`src/rtl/seg_pkg.sv`:
```
// constants of the segment display global control block
// assumes one 20 MHz bus clock and an AHB-Lite master
package seg_pkg;

  // register byte addresses
  localparam logic [11:0] OFS_GLOBAL_CONTROL = 12'h000;
  localparam logic [11:0] OFS_IRQ_STATUS = 12'h004;
  localparam logic [11:0] OFS_IRQ_CLEAR = 12'h008;
  localparam logic [11:0] OFS_IRQ_ENABLE = 12'h00C;

  // global control field positions
  localparam int BIT_SUPPLY = 17;
  localparam int BIT_PAD_SAFE = 15;
  localparam int BIT_FAULT_IRQ_EN = 14;
  localparam int BIT_DIV_HI = 13;
  localparam int BIT_DIV_LO = 12;
  localparam int BIT_ALT_SEL = 11;
  localparam int BIT_FAST = 10;
  localparam int BIT_DOZE_STOP = 9;
  localparam int BIT_DRIVER_EN = 7;

  // writable bits of the global control word
  localparam logic [31:0] GCR_WMASK = 32'h0002_FE80;
  localparam logic [31:0] GCR_RESET = 32'h0000_0000;

  // interrupt status layout
  localparam int IRQ_BITS = 2;
  localparam int IRQ_FAULT = 0;
  localparam int IRQ_FRAME = 1;
  localparam logic [1:0] IRQ_RESET = 2'h0;

  // alternate clock divider codes
  localparam logic [1:0] DIV_1 = 2'h0;
  localparam logic [1:0] DIV_8 = 2'h1;
  localparam logic [1:0] DIV_64 = 2'h2;
  localparam logic [1:0] DIV_512 = 2'h3;
  localparam logic [8:0] LIM_1 = 9'h000;
  localparam logic [8:0] LIM_8 = 9'h007;
  localparam logic [8:0] LIM_64 = 9'h03F;
  localparam logic [8:0] LIM_512 = 9'h1FF;

  // display clock ticks per standard frame
  localparam logic [7:0] FRAME_TICKS = 8'h40;

  // bus encodings
  localparam logic [1:0] HTRANS_NONSEQ = 2'h2;
  localparam logic [2:0] HSIZE_WORD = 3'h2;

endpackage : seg_pkg

```
`src/rtl/seg_alt_div.sv`:
```
// alternate clock power-of-eight divider
// assumes tick_in is a one-cycle enable on hclk
`timescale 1ns/1ps
module seg_alt_div (
  // clock and reset
  input wire logic hclk,
  input wire logic hresetn,
  // control
  input wire logic [1:0] code,
  input wire logic tick_in,
  // divided enable
  output logic tick_out
);

  typedef struct packed {
    logic [8:0] cnt;
    logic tick;
  } seg_div_s;

  seg_div_s st_ff;
  seg_div_s nxt_st;
  logic [8:0] lim;

  always_comb begin
    case (code)
      seg_pkg::DIV_1: lim = seg_pkg::LIM_1;
      seg_pkg::DIV_8: lim = seg_pkg::LIM_8;
      seg_pkg::DIV_64: lim = seg_pkg::LIM_64;
      default: lim = seg_pkg::LIM_512;
    endcase
    nxt_st = st_ff;
    nxt_st.tick = 1'b0;
    if (tick_in) begin
      if (st_ff.cnt >= lim) begin
        nxt_st.cnt = 9'h000;
        nxt_st.tick = 1'b1;
      end else begin
        nxt_st.cnt = st_ff.cnt + 9'h001;
      end
    end
  end

  always_ff @(posedge hclk or negedge hresetn) begin
    if (!hresetn) begin
      st_ff <= '0;
    end else begin
      st_ff <= nxt_st;
    end
  end

  assign tick_out = st_ff.tick;

endmodule : seg_alt_div

```
`src/rtl/seg_frame_gen.sv`:
```
// frame tick generator from the display clock enable
// assumes lcd_tick is a one-cycle enable on hclk
`timescale 1ns/1ps
module seg_frame_gen (
  // clock and reset
  input wire logic hclk,
  input wire logic hresetn,
  // control
  input wire logic run,
  input wire logic fast,
  input wire logic lcd_tick,
  // frame enable
  output logic frame_tick
);

  typedef struct packed {
    logic [7:0] cnt;
    logic tick;
  } seg_frm_s;

  seg_frm_s st_ff;
  seg_frm_s nxt_st;
  logic [7:0] lim;

  always_comb begin
    // half the count gives twice the rate
    lim = fast ? (seg_pkg::FRAME_TICKS >> 1) - 8'h01
               : seg_pkg::FRAME_TICKS - 8'h01;
    nxt_st = st_ff;
    nxt_st.tick = 1'b0;
    if (!run) begin
      nxt_st.cnt = 8'h00;
    end else if (lcd_tick) begin
      if (st_ff.cnt >= lim) begin
        nxt_st.cnt = 8'h00;
        nxt_st.tick = 1'b1;
      end else begin
        nxt_st.cnt = st_ff.cnt + 8'h01;
      end
    end
  end

  always_ff @(posedge hclk or negedge hresetn) begin
    if (!hresetn) begin
      st_ff <= '0;
    end else begin
      st_ff <= nxt_st;
    end
  end

  assign frame_tick = st_ff.tick;

endmodule : seg_frame_gen

```
`src/rtl/seg_global_ctrl.sv`:
```
// segment display global control: AHB-Lite slave, clock path, pad control
// assumes alternate clock ticks on hclk and an asynchronous doze pin
`timescale 1ns/1ps
module seg_global_ctrl (
  // clock and reset
  input wire logic hclk,
  input wire logic hresetn,
  // ahb-lite slave
  input wire logic hsel,
  input wire logic [31:0] haddr,
  input wire logic [1:0] htrans,
  input wire logic hwrite,
  input wire logic [2:0] hsize,
  input wire logic [31:0] hwdata,
  input wire logic hready,
  output logic hreadyout,
  output logic hresp,
  output logic [31:0] hrdata,
  // alternate clock sources, enables on hclk
  input wire logic alt_src1_tick,
  input wire logic alt_src2_tick,
  // system and fault events
  input wire logic doze_mode,
  input wire logic fault_done_pulse,
  // display clock and frame
  output logic lcd_clk_tick,
  output logic frame_tick,
  // pad and analog control
  output logic pads_enable,
  output logic waveform_run,
  output logic charge_pump_run,
  output logic bias_network_run,
  output logic regulator_run,
  output logic top_bias_rail_internal,
  output logic top_bias_rail_external,
  // interrupt
  output logic irq
);

  typedef struct packed {
    logic ph_valid;
    logic ph_write;
    logic [11:0] ph_addr;
    logic supply_source_select;
    logic pad_safe_override;
    logic fault_done_irq_enable;
    logic [1:0] alt_clock_divider;
    logic alt_clock_select;
    logic fast_frame_rate;
    logic doze_stop;
    logic driver_enable;
    logic [1:0] irq_status;
    logic frame_irq_enable;
    logic [31:0] rdata;
    logic doze_s1;
    logic doze_s2;
    logic doze_s3;
    logic doze_level;
    logic run;
    logic pads;
    logic rail_int;
    logic rail_ext;
    logic irq;
  } seg_top_s;

  seg_top_s st_ff;
  seg_top_s nxt_st;

  logic alt_raw_tick;
  logic alt_div_tick;
  logic frame_raw_tick;
  logic addr_take;
  logic [31:0] gcr_word;
  logic [1:0] irq_en_word;
  logic [1:0] clr_bits;
  logic [1:0] set_bits;

  // alternate source choice
  assign alt_raw_tick = st_ff.alt_clock_select ? alt_src2_tick
                                               : alt_src1_tick;

  seg_alt_div u_alt_div (
    .hclk(hclk),
    .hresetn(hresetn),
    .code(st_ff.alt_clock_divider),
    .tick_in(alt_raw_tick),
    .tick_out(alt_div_tick)
  );

  seg_frame_gen u_frame (
    .hclk(hclk),
    .hresetn(hresetn),
    .run(st_ff.run),
    .fast(st_ff.fast_frame_rate),
    .lcd_tick(alt_div_tick),
    .frame_tick(frame_raw_tick)
  );

  // address phase acceptance
  assign addr_take = hsel && hready && (htrans == seg_pkg::HTRANS_NONSEQ ||
                     htrans == 2'h3);

  always_comb begin
    nxt_st = st_ff;
    gcr_word = 32'h0000_0000;
    irq_en_word = 2'h0;
    clr_bits = 2'h0;
    set_bits = 2'h0;

    // data phase write
    if (st_ff.ph_valid && st_ff.ph_write) begin
      if (st_ff.ph_addr == seg_pkg::OFS_GLOBAL_CONTROL) begin
        // reserved positions are never stored
        nxt_st.supply_source_select =
          hwdata[seg_pkg::BIT_SUPPLY];
        nxt_st.pad_safe_override = hwdata[seg_pkg::BIT_PAD_SAFE];
        nxt_st.fault_done_irq_enable = hwdata[seg_pkg::BIT_FAULT_IRQ_EN];
        nxt_st.alt_clock_divider =
          hwdata[seg_pkg::BIT_DIV_HI:seg_pkg::BIT_DIV_LO];
        nxt_st.alt_clock_select = hwdata[seg_pkg::BIT_ALT_SEL];
        nxt_st.fast_frame_rate = hwdata[seg_pkg::BIT_FAST];
        nxt_st.doze_stop = hwdata[seg_pkg::BIT_DOZE_STOP];
        nxt_st.driver_enable = hwdata[seg_pkg::BIT_DRIVER_EN];
      end else if (st_ff.ph_addr == seg_pkg::OFS_IRQ_CLEAR) begin
        clr_bits = hwdata[seg_pkg::IRQ_BITS-1:0];
      end else if (st_ff.ph_addr == seg_pkg::OFS_IRQ_ENABLE) begin
        // fault enable shares storage with the control word
        nxt_st.fault_done_irq_enable = hwdata[seg_pkg::IRQ_FAULT];
        nxt_st.frame_irq_enable = hwdata[seg_pkg::IRQ_FRAME];
      end
    end

    // sticky status, set wins over clear
    set_bits[seg_pkg::IRQ_FAULT] = fault_done_pulse;
    set_bits[seg_pkg::IRQ_FRAME] = frame_raw_tick;
    nxt_st.irq_status = (st_ff.irq_status & ~clr_bits) | set_bits;

    // doze pin synchroniser, change taken when stages two and three agree
    nxt_st.doze_s1 = doze_mode;
    nxt_st.doze_s2 = st_ff.doze_s1;
    nxt_st.doze_s3 = st_ff.doze_s2;
    if (st_ff.doze_s2 == st_ff.doze_s3) begin
      nxt_st.doze_level = st_ff.doze_s3;
    end

    // analog and waveform run control
    nxt_st.run = nxt_st.driver_enable &&
                 !(nxt_st.doze_stop && nxt_st.doze_level);
    nxt_st.pads = nxt_st.run && !nxt_st.pad_safe_override;
    // top rail fed from main supply unless taken externally
    nxt_st.rail_int = !nxt_st.supply_source_select ||
                      !nxt_st.driver_enable;
    nxt_st.rail_ext = nxt_st.supply_source_select &&
                      nxt_st.driver_enable;

    // interrupt level
    irq_en_word[seg_pkg::IRQ_FAULT] = nxt_st.fault_done_irq_enable;
    irq_en_word[seg_pkg::IRQ_FRAME] = nxt_st.frame_irq_enable;
    nxt_st.irq = |(nxt_st.irq_status & irq_en_word);

    // read data from the values as they stand after this edge
    gcr_word[seg_pkg::BIT_SUPPLY] = nxt_st.supply_source_select;
    gcr_word[seg_pkg::BIT_PAD_SAFE] = nxt_st.pad_safe_override;
    gcr_word[seg_pkg::BIT_FAULT_IRQ_EN] = nxt_st.fault_done_irq_enable;
    gcr_word[seg_pkg::BIT_DIV_HI:seg_pkg::BIT_DIV_LO] =
      nxt_st.alt_clock_divider;
    gcr_word[seg_pkg::BIT_ALT_SEL] = nxt_st.alt_clock_select;
    gcr_word[seg_pkg::BIT_FAST] = nxt_st.fast_frame_rate;
    gcr_word[seg_pkg::BIT_DOZE_STOP] = nxt_st.doze_stop;
    gcr_word[seg_pkg::BIT_DRIVER_EN] = nxt_st.driver_enable;
    gcr_word = gcr_word & seg_pkg::GCR_WMASK;

    // address phase capture
    nxt_st.ph_valid = addr_take;
    if (addr_take) begin
      nxt_st.ph_write = hwrite;
      nxt_st.ph_addr = haddr[11:0];
      nxt_st.rdata = 32'h0000_0000;
      if (!hwrite) begin
        if (haddr[31:12] != 20'h00000) begin
          nxt_st.rdata = 32'h0000_0000;
        end else if (haddr[11:0] == seg_pkg::OFS_GLOBAL_CONTROL) begin
          nxt_st.rdata = gcr_word;
        end else if (haddr[11:0] == seg_pkg::OFS_IRQ_STATUS) begin
          nxt_st.rdata = {30'h0000_0000, nxt_st.irq_status};
        end else if (haddr[11:0] == seg_pkg::OFS_IRQ_ENABLE) begin
          nxt_st.rdata = {30'h0000_0000, irq_en_word};
        end else begin
          nxt_st.rdata = 32'h0000_0000;
        end
      end
      if (haddr[31:12] != 20'h00000) begin
        // out of window: nothing decodes
        nxt_st.ph_addr = 12'hFFF;
      end
    end
  end

  always_ff @(posedge hclk or negedge hresetn) begin
    if (!hresetn) begin
      st_ff <= '0;
      st_ff.rail_int <= 1'b1;
    end else begin
      st_ff <= nxt_st;
    end
  end

  // zero wait state, always okay
  assign hreadyout = 1'b1;
  assign hresp = 1'b0;
  assign hrdata = st_ff.rdata;

  assign lcd_clk_tick = alt_div_tick;
  assign frame_tick = frame_raw_tick;
  assign pads_enable = st_ff.pads;
  assign waveform_run = st_ff.run;
  assign charge_pump_run = st_ff.run;
  assign bias_network_run = st_ff.run;
  assign regulator_run = st_ff.run;
  assign top_bias_rail_internal = st_ff.rail_int;
  assign top_bias_rail_external = st_ff.rail_ext;
  assign irq = st_ff.irq;

endmodule : seg_global_ctrl

```
`config.mk`:
```
export PLATFORM = sky130hd
export DESIGN_NAME = seg_global_ctrl
export DESIGN_NICKNAME = d
export VERILOG_FILES = /design/src/rtl/seg_pkg.sv /design/src/rtl/seg_alt_div.sv /design/src/rtl/seg_frame_gen.sv /design/src/rtl/seg_global_ctrl.sv
export SDC_FILE = /design/constraint.sdc
export NUM_CORES = 1
export LEC_CHECK = 0
export ABC_AREA = 0
export CAP_MARGIN = 20
export CORE_MARGIN = 3
export CORE_UTILIZATION = 50
export CTS_CLUSTER_DIAMETER = 30
export DETAILED_ROUTE_END_ITERATION = 10
export DONT_BUFFER_PORTS = 1
export GPL_ROUTABILITY_DRIVEN = 0
export PLACE_DENSITY = 0.74
export SYNTH_ARGS = -nofsm -noshare
export SYNTH_HDL_FRONTEND = slang
export SYNTH_SLANG_ARGS = --single-unit
export TNS_END_PERCENT = 20
```
`constraint.sdc`:
```
create_clock -name hclk -period 3.7 [get_ports hclk]
set_input_delay 0.185 -clock hclk [delete_from_list [all_inputs] [get_ports hclk]]
set_output_delay 0.185 -clock hclk [all_outputs]
set_load 0.02 [all_outputs]
```
==> results.md <==
- Clock Root Buffer: clkbuf_8
- DP HPWL: 4.468 mm
- Clock Power Share: 0.446
- Crit path buf inv count: 0
- Crit-path cells: nor4_4 -> nand3_4 -> nor3_4 -> mux2_2 -> a32o_1
- RSZ-0062 raised after global routing: no
- Post-synth top area cell: dfrtp_1
- Switch Pwr: 0.3917 mW
- Worst Path Max Fanout: 15
- Internal power: 1.236 mW
- Sw Ratio: 0.2406
- Max transition margin: 0.4487
- Storage cell area: 0.001628 mm2
- Share of layout cells above drive strength 1: 0.1173
- Clk Latency, worst-skew pair: 0.34 ns
- Yosys warns: 0
- Clk sinks: 65
- Sequential area share after synthesis: 0.4906
- Clk buf depth: 2
- Area taken by multi-input logic gates: 0.001428 mm2
- Placed Area: 0.003186 mm2
- Placed Cells: 361
- Netlist cell types: 47
- Initial antenna violation count: 0
- Power Total: 1.628 mW
- Post-Layout Cell Count: 401
- Post-synth EDFFs: 0
- Endpoints failing hold: 0
- Antenna viol nets, final: 0
- RR Startpoint: st_ff[59]
- Fmax: 445.7 MHz
- Largest stage delay, worst path: 0.57 ns
- Clock Skews: 0.007771 ns
- Crit path kind: reg -> reg
- Syn-to-layout area delta: 11.09%
- Synth Register Bits: 65
- Via count: 2307
- Asr flop ratio synth: 1.000
- Clk pin slew, worst setup/hold paths: 0.07 ns
- PwrDens: 441.6 mW/mm2
- DR DRC count: 0
- Filler cells: 537
- Setup TNS: 0 ns
- Die W: 87.47 um
- Synth Flop Type: dfrtp_1
- Max-cap violations: 0
- Status: finished clean
- Final Cycle Share: 0.6065
- GR Overflow Total: 0
- HP Class: in -> reg
- Vias per cell: 5.753
- H-Tree Level Count: 3
- PostCTS Resize Cnt: 0
- CP top delay family: simple AND/OR/NAND/NOR gates
- Vias in the first global route: 2259
- Avg Inst Size Synth: 10.84 um2
- Post-DR wirelength/cell: 16.17 um
- VDD IR max: 0.0003284 V
- Crit path capture type: flip-flop
- Post-CTS Setup Inserts: 0
- Initial DRC count: 59
- Critical path required time: 3.93 ns
- First-pass GRT wire length: 10.43 mm
- Total Nets Final: 409
- Total Wirelength: 6.486 mm
- Synth area leaders: dfrtp_1 (48%), buf_4 (8.4%), ha_1 (4.5%)
- Post-synth top area share: 0.4827
- Num CTS Buffers: 9
- Slowest-stage cell, CP: nor3_4
- Cell Rows: 29
- P_leak: 1.685 nW
- Die Span Y: 87.47 um
- Logic pwr share: 0.083
- Largest net degree at the start of global routing: 66
- CP Launch Type: flip-flop
- Detailed Routing Iterations Pass 1: 4
- TritonCTS clock tree: done
- Core area: 0.006386 mm2
- Finished Cell Area: 0.003686 mm2
- Max-slew violation count: 0
- Commonest non-fill, non-tap cells in the layout: dfrtp_1 (64), nand2_1 (26), conb_1 (23), dlygate4sd3_1 (23), nor2_1 (18)
- Crit. Startpoint: st_ff[59]
- All-layer global routing usage: 0.1755
- # setup viols final: 0
- Worst-margin pin slew: 0.8269 ns
- Cell Area, Synth: 0.003318 mm2
- Critical path arrival: 2.47 ns
- Hold path start: hwdata[17]
- Leading cell type in the layout, fill and taps excluded: dfrtp_1
- Post-Synthesis Cells: 306
- Io pins: 122
- Ant. Diodes: 0
- Reg power frac: 0.470
- Hold buffer count at CTS: 24
- IO Port Bufs: 0
- Min cycle time layout: 2.244 ns
- Initial Util: 0.5196
- Die Area: 0.007650 mm2
-- cells by family (layout without fill, tap and decap cells) --
logic type	after synthesis	count (layout)	share of synthesized area
compound gates	60	60	0.1342
other cells	2	23	0.002263
xor+xnor	2	2	0.005280
mux	11	11	0.03846
fa+ha+maj	13	13	0.04826
buf+inv	51	48	0.1029
flops	65	65	0.4906
simple gates	102	102	0.1780
-- Yosys cell counts, drive strengths merged, types with 2 or more instances --
| cell | n |
|---|---|
| nand2b | 2 |
| nand3 | 17 |
| o21ai | 17 |
| nor4 | 9 |
| o22a | 12 |
| nand4b | 2 |
| nand2 | 26 |
| a21oi | 5 |
| clkbuf | 5 |
| o31ai | 5 |
| nor2 | 18 |
| nor3 | 8 |
| a21o | 3 |
| xor2 | 2 |
| ha | 12 |
| conb | 2 |
| a211oi | 2 |
| and3 | 7 |
| and4 | 3 |
| mux2 | 8 |
| a22o | 2 |
| nor2b | 3 |
| a32o | 10 |
| mux2i | 3 |
| and2 | 4 |
| dfrtp | 64 |
| inv | 7 |
| buf | 39 |
-- cell type report --
type / instances / area share
clock buffers: 9 / 0.03360
repair buffers: 25 / 0.07196
flip-flops and latches: 65 / 0.4416
inverters: 7 / 0.007128
clock inverters: 7 / 0.03225
multi-input cells: 211 / 0.3873
well taps: 77 / 0.02614
-- power groups by stage --
stage | sequential [mW] | clock [mW] | combinational, mW
2_1_floorplan | 0.769 | 0 | 0.103
3_3_place_gp | 0.777 | 0 | 0.0949
3_5_place_dp | 0.778 | 0 | 0.0971
4_1_cts | 0.764 | 0.744 | 0.136
5_1_grt | 0.769 | 0.771 | 0.154
6_report | 0.765 | 0.727 | 0.136
-- metal layers --
metal	share of wire	track usage
met1	0.44	0.2302
met2	0.48	0.2712
met3	0.065	0.05582
met4	0.019	0.06695
met5	0	0
-- stage by stage --
stage | util | setup WS (ns) | hold slack [ns]
after floorplan | - | 1.699 | -0.1106
after global placement | 0.4988 | 1.430 | -0.1082
after detailed placement | 0.4988 | 1.431 | -0.1083
after CTS | 0.5772 | 1.428 | 0.001198
after global routing | 0.5772 | 1.300 | 0.01423
final | 0.5772 | 1.456 | 0.01689
-- path summary, 6_finish.rpt --
kind,endpoint,slack (ns),cells past startpoint
worst max register to register,hrdata[11],1.46,5
worst min-delay path,st_ff[52],0.02,1
worst max-delay path,hrdata[11],1.46,5
max in group asynchronous,top_bias_rail_internal,2.99,2
worst min register to register,nxt_st[6],0.35,0
min in group asynchronous,u_frame.st_ff[2],0.38,2
-- flip-flops by register name (all words and copies together), names as in the netlist --
register                count
bias_network_run            1
hrdata                     11
irq                         1
nxt_st                      2
pads_enable                 1
st_ff                      28
top_bias_rail_external      1
top_bias_rail_internal      1
u_alt_div.st_ff             9
u_alt_div.tick_out          1
u_frame.frame_tick          1
u_frame.st_ff               8
No activity file was read; power rests on OpenSTA's default activity.
